$ cat src/pkg/prc_map.vh
`ifndef PRC_MAP_VH
`define PRC_MAP_VH
// ----------------------------------------------------------------
// timing
// ----------------------------------------------------------------
`define PRC_CLK_PERIOD_NS 8
`define PRC_TICK_NS 100000
// ----------------------------------------------------------------
// register byte addresses
// ----------------------------------------------------------------
`define PRC_ADDR_W 8
`define PRC_A_CTRL 8'h00
`define PRC_A_TC 8'h04
`define PRC_A_WINDOW 8'h08
`define PRC_A_SETTLE 8'h0c
`define PRC_A_TERM 8'h10
`define PRC_A_STATUS 8'h14
`define PRC_A_MASK 8'h18
`define PRC_A_POSERR 8'h1c
`define PRC_A_STATE 8'h20
// ----------------------------------------------------------------
// fields
// ----------------------------------------------------------------
`define PRC_CTRL_MODE 3:0
`define PRC_CTRL_FORM 4
`define PRC_CTRL_GEARUSE 5
`define PRC_CTRL_RESTART 8
`define PRC_TC_F 14:0
`define PRC_WIN_F 12:0
`define PRC_SET_F 15:0
`define PRC_TERM_F 1:0
`define PRC_EV_REACH 0
`define PRC_EV_LOST 1
`define PRC_EV_IGNORED 2
`define PRC_EV_CLEARED 3
`define PRC_EV_W 4
// ----------------------------------------------------------------
// modes, reset values and limits
// ----------------------------------------------------------------
`define PRC_MODE_POS 4'h0
`define PRC_MODE_SPEED 4'h1
`define PRC_MODE_INHIBIT 4'hb
`define PRC_FORM_RST 1'b0
`define PRC_TC_RST 15'h0000
`define PRC_WINDOW_RST 13'h000a
`define PRC_WINDOW_MAX 13'h1388
`define PRC_SETTLE_RST 16'h01f4
`define PRC_SETTLE_MAX 16'hea60
`define PRC_TERM_RST 2'h0
`endif

$ cat src/design/prc_top.v
// Functional notes
// - form 0 is first-order smoothing, 1 second-order, taken at restart.
// - time constant 0 to 32767 in 0.1 ms, default 0, applied only after reissue and clear.
// - smoothing keeps the pulse count and changes only timing.
// - a new time constant acts after a reissued reference and an error clear.
// - error is reference received minus motor travel; in-position needs it below the window.
// - in-window must outlast settle time 0 to 60000 in 0.1 ms, default 500, live.
// - window 0 to 5000, default 10, live.
// - in-position output low when complete, high when not.
// - in speed control the output shows speed match.
// - the indication goes to the terminal chosen by the assign setting.
// - inhibited reference pulses are neither counted nor passed.
// - inhibit exists only in mode B, taken at restart.
// - in mode B without the gear use switch low stops counting, high resumes.
// - in the gear use of mode B switch low selects the second numerator.
`timescale 1ns/1ps
`include "prc_map.vh"
`default_nettype none
module prc_top #(
    parameter TICK_CYCLES = `PRC_TICK_NS / `PRC_CLK_PERIOD_NS,
    parameter TERMS = 4
) (
    input wire MCLK_IN,
    input wire RESET_IN,
    input wire [`PRC_ADDR_W-1:0] ADDR_IN,
    input wire [31:0] WR_DATA_IN,
    input wire WR_IN,
    input wire RD_IN,
    output reg [31:0] RD_DATA_OUT,
    output wire IRQ_OUT,
    input wire REF_PULSE_IN,
    input wire REF_DIR_IN,
    input wire MODE_SWITCH_N_IN,
    input wire ERROR_CLEAR_IN,
    input wire MOTOR_PULSE_IN,
    input wire MOTOR_DIR_IN,
    input wire SPEED_MATCH_IN,
    output wire POS_PULSE_OUT,
    output wire POS_DIR_OUT,
    output reg GEAR2_SEL_OUT,
    output reg IN_POSITION_N_OUT,
    output reg [TERMS-1:0] TERM_N_OUT
);
    // ----------------------------------------------------------------
    // declarations
    // ----------------------------------------------------------------
    reg [3:0] mode_pend_reg;
    reg form_pend_reg;
    reg gearuse_pend_reg;
    reg [3:0] mode_act_reg;
    reg form_act_reg;
    reg gearuse_act_reg;
    reg [14:0] tc_reg;
    reg [14:0] tc_act_reg;
    reg tc_changed_reg;
    reg tc_reissued_reg;
    reg [12:0] window_reg;
    reg [15:0] settle_reg;
    reg [1:0] term_reg;
    reg [`PRC_EV_W-1:0] status_reg;
    reg [`PRC_EV_W-1:0] status_next;
    reg [`PRC_EV_W-1:0] mask_reg;
    reg [`PRC_EV_W-1:0] events;
    reg signed [31:0] err_reg;
    reg [31:0] settle_cnt_reg;
    reg in_pos_reg;
    reg [2:0] pin_prev_reg;
    reg [31:0] rd_next;
    wire [5:0] pins_sync;
    wire ref_lvl;
    wire ref_dir;
    wire switch_n;
    wire clr_lvl;
    wire mot_lvl;
    wire mot_dir;
    wire ref_edge;
    wire mot_edge;
    wire clr_edge;
    wire inhibit;
    wire ref_taken;
    wire [31:0] tc_cycles;
    wire [31:0] settle_cycles;
    wire [31:0] err_abs;
    wire in_window;
    wire in_pos_now;
    wire s1_step;
    wire s1_dir;
    wire s2_step;
    wire s2_dir;
    wire wr_ctrl;

    // ----------------------------------------------------------------
    // pin synchronisers and edge detection
    // ----------------------------------------------------------------
    prc_sync #(.W(6)) u_sync (
        .clk_in(MCLK_IN),
        .rst_in(RESET_IN),
        .d_in({MOTOR_DIR_IN, MOTOR_PULSE_IN, ERROR_CLEAR_IN, MODE_SWITCH_N_IN, REF_DIR_IN, REF_PULSE_IN}),
        .q_out(pins_sync)
    );

    assign ref_lvl = pins_sync[0];
    assign ref_dir = pins_sync[1];
    assign switch_n = pins_sync[2];
    assign clr_lvl = pins_sync[3];
    assign mot_lvl = pins_sync[4];
    assign mot_dir = pins_sync[5];

    // previous levels for rising-edge detection
    always @(posedge MCLK_IN) begin
        if (RESET_IN) begin
            pin_prev_reg <= 3'h0;
        end else begin
            pin_prev_reg <= {mot_lvl, clr_lvl, ref_lvl};
        end
    end

    assign ref_edge = ref_lvl & ~pin_prev_reg[0];
    assign clr_edge = clr_lvl & ~pin_prev_reg[1];
    assign mot_edge = mot_lvl & ~pin_prev_reg[2];

    // ----------------------------------------------------------------
    // mode decode and pulse inhibit
    // ----------------------------------------------------------------
    assign inhibit = (mode_act_reg == `PRC_MODE_INHIBIT) && !gearuse_act_reg && !switch_n;
    assign ref_taken = ref_edge && !inhibit;

    // gear numerator choice in the alternative use of mode b
    always @(posedge MCLK_IN) begin
        if (RESET_IN) begin
            GEAR2_SEL_OUT <= 1'b0;
        end else begin
            GEAR2_SEL_OUT <= (mode_act_reg == `PRC_MODE_INHIBIT) && gearuse_act_reg && !switch_n;
        end
    end

    // ----------------------------------------------------------------
    // smoothing chain
    // ----------------------------------------------------------------
    assign tc_cycles = {17'h00000, tc_act_reg} * TICK_CYCLES;

    prc_smooth u_stage1 (
        .clk_in(MCLK_IN),
        .rst_in(RESET_IN),
        .step_in(ref_taken),
        .dir_in(ref_dir),
        .period_in(tc_cycles),
        .step_out(s1_step),
        .dir_out(s1_dir),
        .busy_out()
    );

    prc_smooth u_stage2 (
        .clk_in(MCLK_IN),
        .rst_in(RESET_IN),
        .step_in(s1_step),
        .dir_in(s1_dir),
        .period_in(tc_cycles),
        .step_out(s2_step),
        .dir_out(s2_dir),
        .busy_out()
    );

    // second stage only used for the second-order form
    assign POS_PULSE_OUT = form_act_reg ? s2_step : s1_step;
    assign POS_DIR_OUT = form_act_reg ? s2_dir : s1_dir;

    // time constant takes effect after reissue then clear
    always @(posedge MCLK_IN) begin
        if (RESET_IN) begin
            tc_act_reg <= `PRC_TC_RST;
            tc_reissued_reg <= 1'b0;
        end else begin
            if (tc_changed_reg && ref_taken) begin
                tc_reissued_reg <= 1'b1;
            end
            if (clr_edge && tc_reissued_reg) begin
                tc_act_reg <= tc_reg;
                tc_reissued_reg <= 1'b0;
            end
        end
    end

    // ----------------------------------------------------------------
    // position error and in-position detection
    // ----------------------------------------------------------------
    always @(posedge MCLK_IN) begin
        if (RESET_IN) begin
            err_reg <= 32'sh0;
        end else if (clr_edge) begin
            err_reg <= 32'sh0;
        end else begin
            // reference received minus motor travel
            err_reg <= err_reg + (ref_taken ? (ref_dir ? 32'sh1 : -32'sh1) : 32'sh0)
                - (mot_edge ? (mot_dir ? 32'sh1 : -32'sh1) : 32'sh0);
        end
    end

    assign err_abs = err_reg[31] ? (~err_reg + 32'h1) : err_reg;
    assign in_window = err_abs < {19'h00000, window_reg};
    assign settle_cycles = {16'h0000, settle_reg} * TICK_CYCLES;
    assign in_pos_now = in_window && (settle_cnt_reg > settle_cycles);

    // settle counter runs while in window, saturates
    always @(posedge MCLK_IN) begin
        if (RESET_IN) begin
            settle_cnt_reg <= 32'h0;
        end else if (!in_window) begin
            settle_cnt_reg <= 32'h0;
        end else if (settle_cnt_reg != 32'hffffffff) begin
            settle_cnt_reg <= settle_cnt_reg + 32'h1;
        end
    end

    // active-low output and terminal routing
    always @(posedge MCLK_IN) begin
        if (RESET_IN) begin
            in_pos_reg <= 1'b0;
            IN_POSITION_N_OUT <= 1'b1;
            TERM_N_OUT <= {TERMS{1'b1}};
        end else begin
            in_pos_reg <= in_pos_now;
            if (mode_act_reg == `PRC_MODE_SPEED) begin
                IN_POSITION_N_OUT <= ~SPEED_MATCH_IN;
            end else begin
                IN_POSITION_N_OUT <= ~in_pos_now;
            end
            TERM_N_OUT <= {TERMS{1'b1}};
            TERM_N_OUT[term_reg] <= (mode_act_reg == `PRC_MODE_SPEED) ? ~SPEED_MATCH_IN : ~in_pos_now;
        end
    end

    // ----------------------------------------------------------------
    // register writes
    // ----------------------------------------------------------------
    assign wr_ctrl = WR_IN && (ADDR_IN == `PRC_A_CTRL);

    // settings, restart copies pending mode and form
    always @(posedge MCLK_IN) begin
        if (RESET_IN) begin
            mode_pend_reg <= `PRC_MODE_POS;
            form_pend_reg <= `PRC_FORM_RST;
            gearuse_pend_reg <= 1'b0;
            mode_act_reg <= `PRC_MODE_POS;
            form_act_reg <= `PRC_FORM_RST;
            gearuse_act_reg <= 1'b0;
            tc_reg <= `PRC_TC_RST;
            tc_changed_reg <= 1'b0;
            window_reg <= `PRC_WINDOW_RST;
            settle_reg <= `PRC_SETTLE_RST;
            term_reg <= `PRC_TERM_RST;
            mask_reg <= {`PRC_EV_W{1'b0}};
        end else begin
            if (clr_edge && tc_reissued_reg) begin
                tc_changed_reg <= 1'b0;
            end
            if (wr_ctrl) begin
                mode_pend_reg <= WR_DATA_IN[`PRC_CTRL_MODE];
                form_pend_reg <= WR_DATA_IN[`PRC_CTRL_FORM];
                gearuse_pend_reg <= WR_DATA_IN[`PRC_CTRL_GEARUSE];
                if (WR_DATA_IN[`PRC_CTRL_RESTART]) begin
                    mode_act_reg <= WR_DATA_IN[`PRC_CTRL_MODE];
                    form_act_reg <= WR_DATA_IN[`PRC_CTRL_FORM];
                    gearuse_act_reg <= WR_DATA_IN[`PRC_CTRL_GEARUSE];
                end
            end else if (WR_IN && (ADDR_IN == `PRC_A_TC)) begin
                tc_reg <= WR_DATA_IN[`PRC_TC_F];
                tc_changed_reg <= 1'b1;
            end else if (WR_IN && (ADDR_IN == `PRC_A_WINDOW)) begin
                if (WR_DATA_IN[31:0] > {19'h00000, `PRC_WINDOW_MAX}) begin
                    window_reg <= `PRC_WINDOW_MAX;
                end else begin
                    window_reg <= WR_DATA_IN[`PRC_WIN_F];
                end
            end else if (WR_IN && (ADDR_IN == `PRC_A_SETTLE)) begin
                if (WR_DATA_IN[31:0] > {16'h0000, `PRC_SETTLE_MAX}) begin
                    settle_reg <= `PRC_SETTLE_MAX;
                end else begin
                    settle_reg <= WR_DATA_IN[`PRC_SET_F];
                end
            end else if (WR_IN && (ADDR_IN == `PRC_A_TERM)) begin
                term_reg <= WR_DATA_IN[`PRC_TERM_F];
            end else if (WR_IN && (ADDR_IN == `PRC_A_MASK)) begin
                mask_reg <= WR_DATA_IN[`PRC_EV_W-1:0];
            end
        end
    end

    // ----------------------------------------------------------------
    // events, sticky status and interrupt
    // ----------------------------------------------------------------
    always @* begin
        events = {`PRC_EV_W{1'b0}};
        events[`PRC_EV_REACH] = in_pos_now && !in_pos_reg;
        events[`PRC_EV_LOST] = !in_pos_now && in_pos_reg;
        events[`PRC_EV_IGNORED] = ref_edge && inhibit;
        events[`PRC_EV_CLEARED] = clr_edge;
        status_next = status_reg;
        if (RD_IN && (ADDR_IN == `PRC_A_STATUS)) begin
            status_next = {`PRC_EV_W{1'b0}};
        end
        status_next = status_next | events; // set wins over read clear
    end

    always @(posedge MCLK_IN) begin
        if (RESET_IN) begin
            status_reg <= {`PRC_EV_W{1'b0}};
        end else begin
            status_reg <= status_next;
        end
    end

    assign IRQ_OUT = |(status_reg & mask_reg);

    // ----------------------------------------------------------------
    // register reads, data one cycle after the strobe
    // ----------------------------------------------------------------
    always @* begin
        rd_next = 32'h00000000;
        if (ADDR_IN == `PRC_A_CTRL) begin
            rd_next[`PRC_CTRL_MODE] = mode_pend_reg;
            rd_next[`PRC_CTRL_FORM] = form_pend_reg;
            rd_next[`PRC_CTRL_GEARUSE] = gearuse_pend_reg;
        end else if (ADDR_IN == `PRC_A_TC) begin
            rd_next[`PRC_TC_F] = tc_reg;
        end else if (ADDR_IN == `PRC_A_WINDOW) begin
            rd_next[`PRC_WIN_F] = window_reg;
        end else if (ADDR_IN == `PRC_A_SETTLE) begin
            rd_next[`PRC_SET_F] = settle_reg;
        end else if (ADDR_IN == `PRC_A_TERM) begin
            rd_next[`PRC_TERM_F] = term_reg;
        end else if (ADDR_IN == `PRC_A_STATUS) begin
            rd_next[`PRC_EV_W-1:0] = status_reg;
        end else if (ADDR_IN == `PRC_A_MASK) begin
            rd_next[`PRC_EV_W-1:0] = mask_reg;
        end else if (ADDR_IN == `PRC_A_POSERR) begin
            rd_next = err_reg;
        end else if (ADDR_IN == `PRC_A_STATE) begin
            rd_next[`PRC_CTRL_MODE] = mode_act_reg;
            rd_next[`PRC_CTRL_FORM] = form_act_reg;
            rd_next[`PRC_CTRL_GEARUSE] = gearuse_act_reg;
            rd_next[8] = inhibit;
            rd_next[9] = in_pos_reg;
            rd_next[10] = tc_changed_reg;
            rd_next[26:12] = tc_act_reg;
        end
    end

    always @(posedge MCLK_IN) begin
        if (RESET_IN) begin
            RD_DATA_OUT <= 32'h00000000;
        end else if (RD_IN) begin
            RD_DATA_OUT <= rd_next;
        end else begin
            RD_DATA_OUT <= 32'h00000000;
        end
    end
endmodule // prc_top
`default_nettype wire

$ cat src/design/prc_sync.v
`timescale 1ns/1ps
`default_nettype none
// ----------------------------------------------------------------
// two-stage synchroniser for pin inputs
// ----------------------------------------------------------------
module prc_sync #(
    parameter W = 1
) (
    input wire clk_in,
    input wire rst_in,
    input wire [W-1:0] d_in,
    output reg [W-1:0] q_out
);
    reg [W-1:0] meta_reg;

    // first stage feeds only the second
    always @(posedge clk_in) begin
        if (rst_in) begin
            meta_reg <= {W{1'b0}};
            q_out <= {W{1'b0}};
        end else begin
            meta_reg <= d_in;
            q_out <= meta_reg;
        end
    end
endmodule // prc_sync
`default_nettype wire

$ cat src/design/prc_smooth.v
`timescale 1ns/1ps
`default_nettype none
// ----------------------------------------------------------------
// one first-order smoothing stage, count preserving
// ----------------------------------------------------------------
module prc_smooth #(
    parameter CW = 32,
    parameter BW = 24
) (
    input wire clk_in,
    input wire rst_in,
    input wire step_in,
    input wire dir_in,
    input wire [CW-1:0] period_in,
    output reg step_out,
    output reg dir_out,
    output wire busy_out
);
    reg signed [BW-1:0] backlog_reg;
    reg [CW:0] acc_reg;
    reg signed [BW-1:0] backlog_next;
    reg [CW:0] acc_next;
    reg [CW:0] acc_sum;
    reg [BW-1:0] mag;
    reg fire;
    reg pass;

    assign busy_out = (backlog_reg != {BW{1'b0}});

    // backlog drains at a rate proportional to its size (exponential)
    always @* begin
        mag = backlog_reg[BW-1] ? (~backlog_reg + 1'b1) : backlog_reg;
        acc_sum = acc_reg + {{(CW+1-BW){1'b0}}, mag};
        pass = (period_in == {CW{1'b0}}) && !busy_out && step_in;
        fire = busy_out && ((period_in == {CW{1'b0}}) || (acc_sum >= {1'b0, period_in}));
        backlog_next = backlog_reg;
        if (step_in && !pass) begin
            backlog_next = dir_in ? backlog_next + 1'b1 : backlog_next - 1'b1;
        end
        if (fire) begin
            backlog_next = backlog_reg[BW-1] ? backlog_next + 1'b1 : backlog_next - 1'b1;
        end
        if (!busy_out) begin
            acc_next = {(CW+1){1'b0}};
        end else if (fire) begin
            acc_next = acc_sum - {1'b0, period_in};
            if (acc_next > {1'b0, period_in}) begin
                acc_next = {1'b0, period_in}; // bound runaway accumulation
            end
        end else begin
            acc_next = acc_sum;
        end
    end

    // state and registered pulse output
    always @(posedge clk_in) begin
        if (rst_in) begin
            backlog_reg <= {BW{1'b0}};
            acc_reg <= {(CW+1){1'b0}};
            step_out <= 1'b0;
            dir_out <= 1'b0;
        end else begin
            backlog_reg <= backlog_next;
            acc_reg <= acc_next;
            step_out <= pass | fire;
            if (pass) begin
                dir_out <= dir_in;
            end else if (fire) begin
                dir_out <= ~backlog_reg[BW-1];
            end
        end
    end
endmodule // prc_smooth
`default_nettype wire

$ cat config.mk
export PLATFORM = sky130hd
export DESIGN_NAME = prc_top
export DESIGN_NICKNAME = d
export VERILOG_FILES = /design/src/design/prc_top.v /design/src/design/prc_sync.v /design/src/design/prc_smooth.v
export VERILOG_INCLUDE_DIRS = /design/src /design/src/pkg
export SDC_FILE = /design/constraint.sdc
export NUM_CORES = 2
export LEC_CHECK = 0
export ABC_CLOCK_PERIOD_IN_PS = 14900
export BUFFER_PORTS_ARGS = -buffer_cell sky130_fd_sc_hd__buf_2
export CAP_MARGIN = 30
export CORE_MARGIN = 8
export CORE_UTILIZATION = 60
export DETAILED_ROUTE_END_ITERATION = 8
export GPL_ROUTABILITY_DRIVEN = 0
export PLACE_DENSITY_LB_ADDON = 0.15
export SYNTH_ARGS = -nofsm -noshare
export SYNTH_HDL_FRONTEND = slang
export SYNTH_HIERARCHICAL = 1
export SYNTH_SLANG_ARGS = --single-unit
$ cat constraint.sdc
create_clock -name MCLK_IN -period 14.9 [get_ports MCLK_IN]
set_input_delay 2.98 -clock MCLK_IN [delete_from_list [all_inputs] [get_ports MCLK_IN]]
set_output_delay 2.98 -clock MCLK_IN [all_outputs]
set_load 0.01 [all_outputs]
# ---- After elaboration in Yosys (flattened, before gate mapping)
# Cells that the tools add are included.
dict set report op_classes {
  add_sub_neg 18
  n_mul 2
  n_div 0
  n_lt_le_gt_ge 10
  eq_ne 11
  n_shift 0
  muxes 61
  bitwise 28
  reduce_logical 60
}
# op n
set op_table {}
lappend op_table {{$mux 24} 10}
lappend op_table {{$mux 32} 5}
lappend op_table {{$mux 30} 5}
lappend op_table {{$add 24x1->24 const B} 6}
lappend op_table {{$mux 33} 4}
lappend op_table {{$sub 24x1->24 const B} 4}
lappend op_table {{$add 33x24->33} 2}
lappend op_table {{$ge 33x29->1} 2}
lappend op_table {{$gt 33x29->1} 2}
lappend op_table {{$sub 33x29->33} 2}
lappend op_table {{$add 32x1->32 const B} 2}
lappend op_table {{$mux 28} 2}
lappend op_table {{$not 24->24} 2}
lappend op_table {{$reduce_bool 24->1} 2}
lappend op_table {{$mux 15} 3}
lappend op_table {{$add 32x32->32} 1}
lappend op_table {{$eq 8x5->1 const B} 4}
lappend op_table {{$gt 32x13->1 const B} 1}
lappend op_table {{$gt 32x16->1 const B} 1}
lappend op_table {{$gt 32x30->1} 1}
lappend op_table {{$logic_not 32->1} 1}
lappend op_table {{$lt 32x13->1} 1}
lappend op_table {{$mux 16} 2}
lappend op_table {{$ne 32x32->1 const B} 1}
lappend op_table {{other kinds (40)} 124}
dict set report word_totals {
  reg_bits 319
  latch_bits 0
  ram_bits 0
  romBits 0
  in_bits 51
  out_inout_bits 41
  wordCells 226
  n_memories 0
}

# ---- Depth between registers and ports, before layout
dict set report depth {
  ltp_word 17
  mapped_depth 41
  ltp_nobuf 38
}

# ---- Hierarchy
# Netlist, hierarchy kept.
# mod n_inst cells_per_inst area_per_inst_um2 seq_area_each_um2
set modules_own_cells {}
lappend modules_own_cells {prc_top 1 2078 17658.2 3783.6}
lappend modules_own_cells {{prc_smooth at u_stage1} 1 1172 9068.7 1181.1}
lappend modules_own_cells {{prc_smooth at u_stage2} 1 1204 9016.1 1181.1}
lappend modules_own_cells {prc_sync 1 25 366.6 240.2}

# ---- Worst setup path after synthesis
# Ideal clock, no wire load.
dict set report synth_timing {
  path_type {register -> register}
  start {register tc_act_reg[1]}
  end {register u_stage1.backlog_reg[22]}
  setup_time_ps 118
  t_arrival_ps 8256
  required_time_ps 14782
  path_slack_ps 6526
  stages_incl_launch_ff 35
  path_buffers 1
  period_less_slack_ps 8374
  path_cell_list {dfxtp_1 ha_1 ha_1 fa_1 ha_1 inv_1 fa_1 inv_1 ha_1 nor2b_1 o21ai_0 a21boi_0 o21ai_0 a211oi_1 o31ai_1 a211oi_1 o21a_1 o311ai_0 nor4_1 nand4_1 or2_2 o21ai_4 clkbuf_1 o21ai_0 fa_1 a21o_1 a21oi_1 o21ba_2 o21ai_0 a221oi_1 nor4_1 or3_1 a21oi_1 xor2_1 o2bb2ai_1}
}
dict set report synth_between {
  elab_chain_len 10
}
# element line
set synth_lines {}
lappend synth_lines {{from (decl)} prc_top.v:54} ;# reg [14:0] tc_act_reg;
lappend synth_lines {{from (signal assigned)} prc_top.v:171} ;# tc_act_reg <= `PRC_TC_RST;
lappend synth_lines {{from (signal assigned)} prc_top.v:178} ;# tc_act_reg <= tc_reg;
lappend synth_lines {{$mul 15x12->27 *} prc_top.v:140} ;# assign tc_cycles = {17'h00000, tc_act_reg} * TICK_CYCLES;
lappend synth_lines {{named net tc_cycles[27]} prc_top.v:81} ;# wire [31:0] tc_cycles;
lappend synth_lines {{$logic_not 32->1} {prc_smooth.v:34, prc_smooth.v:35}}
lappend synth_lines {{$logic_and 1x1->1 (2 in series)} prc_smooth.v:34} ;# pass = (period_in == {CW{1'b0}}) && !busy_out && step_in;
lappend synth_lines {{$logic_not 1->1} prc_smooth.v:37} ;# if (step_in && !pass) begin
lappend synth_lines {{$logic_and 1x1->1} prc_smooth.v:37}
lappend synth_lines {{$mux 24} prc_smooth.v:37}
lappend synth_lines {{$sub 24x1->24 / $add 24x1->24 (equally long branches)} prc_smooth.v:41} ;# backlog_next = backlog_reg[BW-1] ? backlog_next + 1'b1 : backlog_next - 1'b1;
lappend synth_lines {{$mux 24} prc_smooth.v:41}
lappend synth_lines {{$mux 24 *} prc_smooth.v:40} ;# if (fire) begin
lappend synth_lines {{to (signal assigned)} prc_smooth.v:58} ;# backlog_reg <= {BW{1'b0}};
lappend synth_lines {{to (signal assigned)} prc_smooth.v:63} ;# backlog_reg <= backlog_next;
lappend synth_lines {{to (decl)} prc_smooth.v:19} ;# reg signed [BW-1:0] backlog_reg;
# Mark *: on every way through the listed nets, which the timed path passes. The rest lies on a longest branch.
# A chain may end at the register's enable or synchronous reset.

# ---- Worst setup path after layout
dict set report layout_timing {
  start {register tc_act_reg[1]}
  end {register u_stage2.acc_reg[5]}
}
dict set report layout_between {
  elab_chain_len 5
}
# element line
set layout_lines {}
lappend layout_lines {{$mul 15x12->27 *} prc_top.v:140}
lappend layout_lines {{named net tc_cycles[24]} prc_top.v:81}
lappend layout_lines {{$sub 33x29->33 (tied with other cells)} prc_smooth.v:46} ;# acc_next = acc_sum - {1'b0, period_in};
lappend layout_lines {{$gt 33x29->1 / $logic_or 1x1->1 (equally long branches)} {prc_smooth.v:47, prc_smooth.v:35}}
lappend layout_lines {{$mux 33 / $logic_and 1x1->1 (equally long branches)} {prc_smooth.v:47, prc_smooth.v:35}}
lappend layout_lines {{$mux 33 *} prc_smooth.v:45} ;# end else if (fire) begin
lappend layout_lines {{to (signal assigned)} prc_smooth.v:59} ;# acc_reg <= {(CW+1){1'b0}};
lappend layout_lines {{to (signal assigned)} prc_smooth.v:64} ;# acc_reg <= acc_next;
lappend layout_lines {{to (decl)} prc_smooth.v:20} ;# reg [CW:0] acc_reg;
# Marks and branches as above.

==> metrics.md <==
| Metric | Value |
|---|---|
| Share of cells above drive strength 1 | 6.39% |
| Fin Clk Skew | 51.5 ps |
| Post-Syn Instances | 4479 |
| Worst hold path type | reg -> reg |
| Initial Utilization | 60.3% |
| Post-synth top flop | dfxtp_1 |
| Die H | 261 µm |
| Pin count of the biggest net entering global routing | 80 |
| Clock sinks | 319 |
| Row Count | 90 |
| Post-Syn Area per Cell | 8.06 µm² |
| Buf/Inv on CP | 4 |
| First-pass GRT wire length | 158 mm |
| Clock Tree Root | clkbuf_16 |
| Most common cell in the netlist | ha_1 |
| Max Cap Violations | 0 |
| Vias | 32.4k |
| Slew Viols, Final | 0 |
| Ranking of synthesized cells by area | ha_1 19%, dfxtp_1 18%, fa_1 6.7% |
| Critical Path RT | 15390 ps |
| CP max-delay cell | a2111oi_0 |
| Core Box Area | 0.0599 mm² |
| Distinct cells, synth | 109 |
| All-Layer GR Usage | 27.8% |
| Residual DRC | 0 |
| Nets@finish | 5266 |
| Outcome | complete, no violations |
| Critical path's top delay family | compound AO/OA/AOI/OAI gates |
| Synthesis-to-finish area growth | 7.43% |
| Final ANT Viol Nets | 0 |
| DP Wirelength | 74.8 mm |
| Cts repair resizes | 0 |
| Final count of hold timing violations | 0 |
| Post-CTS Hold Buffers | 0 |
| Startpoint Class | flop |
| Final setup viols | 0 |
| Crit path kind | reg -> reg |
| CTS clk-pin slew, worst paths | 60 ps |
| Port Buffers | 91 |
| Die area | 0.0683 mm² |
| Clk_lat worst skew | 600 ps |
| Die X-Extent | 261 µm |
| Initial antenna violation count | 3 |
| FMAX | 96.1 MHz |
| Dominant cell type by area after synthesis | ha_1 |
| Max incr delay on CP | 810 ps |
| CP arrival | 10890 ps |
| Post-Syn Area | 0.0361 mm² |
| Number of global-route vias before repair | 31.1k |
| Clk buf depth | 3 |
| First-pass DRT Iterations | 5 |
| Setup Fix Bufs, Post-CTS | 0 |
| Worst slack at placement | 4710 ps |
| Slew HR | 34.4% |
| # H-tree levels | 2 |
| CP max FO | 19 |
| RSZ-0062 raised after global routing | false |
| Num CTS Buffers | 40 |
| CP endpoint kind | flop |
| Post-Route WL | 96.0 mm |
| Synth warnings | 6 |
| Share of the yosys chip area belonging to registers | 17.7% |
| Min cycle time layout | 10400 ps |
| Flop and latch count out of synthesis | 319 |
| List of most frequent post-synthesis cells | 542 x ha_1, 465 x inv_1, 358 x a21oi_1, 358 x nand2_1, 319 x dfxtp_1 |
| Setup TNS | 0 ps |
| EDFF count, synth | 0 |
| Final period util | 69.8% |
| Top-area cell type share of the netlist area | 18.8% |
| Wire per inst | 17.9 µm |
| Worst hold slack | 437 ps |
| Most frequent CP cell | ha_1 |
| Async set or reset register ratio after synthesis | 0% |
| GR Overflow Total | 0 |
| Final setup margin | 4500 ps |
| CTS tree | yes |
| Vias per inst | 6.04 |
| Io pins | 92 |
| Worst slew pin tran | 959 ps |
| Iter 0 DRT Violations | 2395 |
| Fillers | 5396 |
[routing by layer]
| metal | vias up | routed length, µm | track usage, % |
|---|---|---|---|
| li1 | 16157 | - | - |
| met4 | 2 | 3290 | 8.99 |
| met3 | 206 | 5420 | 3.27 |
| met2 | 960 | 43200 | 45.8 |
| met5 | - | 13 | 0 |
| met1 | 15108 | 44100 | 37.6 |
[through the flow]
stage          utilization [%]  cells  instance area, µm²
6_report                  64.8   5366               38800
5_1_grt                   64.7   5365               38800
3_5_place_dp              62.4   5291               37400
3_3_place_gp              62.4   5289               37400
2_1_floorplan                -   4512               36200
4_1_cts                   64.7   5364               38800
[path summary, 6_finish.rpt]
check	slack [ps]	cells past startpoint	from	endpoint
setup / recovery	4500	36	tc_act_reg[1]$_SDFFE_PP0P_	u_stage2/acc_reg[5]$_SDFF_PP0_
hold / removal	440	1	u_sync/meta_reg[1]$_SDFF_PP0_	u_sync/q_out[1]$_SDFF_PP0_
setup reg to reg	4500	36	tc_act_reg[1]$_SDFFE_PP0P_	u_stage2/acc_reg[5]$_SDFF_PP0_
hold reg to reg	440	1	u_sync/meta_reg[1]$_SDFF_PP0_	u_sync/q_out[1]$_SDFF_PP0_
[placed cells by master, fill, tap and decap left out, types with 61 or more instances in the layout]
master / netlist / layout
nand2_1: 358 / 358
fa_1: 121 / 121
o21ai_0: 236 / 236
inv_1: 465 / 465
a21oi_1: 358 / 358
xnor2_1: 226 / 226
mux2i_1: 82 / 82
xor2_1: 113 / 113
ha_1: 542 / 542
a21o_1: 131 / 131
nand3_1: 87 / 86
dfxtp_1: 319 / 319
buf_2: 10 / 91
nand4_1: 61 / 61
nor2_1: 310 / 309
nor3_1: 80 / 80
[cell type report]
class,instances,area (µm²),share of cell area [%]
flip-flops and latches,319,6390,16.5
clock inverters,17,234,0.603
repair buffers,122,708,1.83
multi-input cells,3604,27600,71.1
inverters,465,1750,4.50
well taps,782,978,2.52
clock buffers,56,1160,2.99
diodes,1,2.50,0.00645
[logic make-up (layout without fill, tap and decap cells)]
family          Yosys count  count (layout)  synth area share, %
simple gates           1265            1265                 17.5
compound gates         1211            1211                 22.1
fa+ha+maj               663             663                 25.5
buf+inv                 589             660                 6.39
xor+xnor                339             339                 8.22
flops                   319             319                 17.7
mux                      90              90                 2.52
other cells               3              37               0.0312
Power is not shown: default switching activity piles up to over one toggle a cycle in this logic, so the estimate is an artifact.
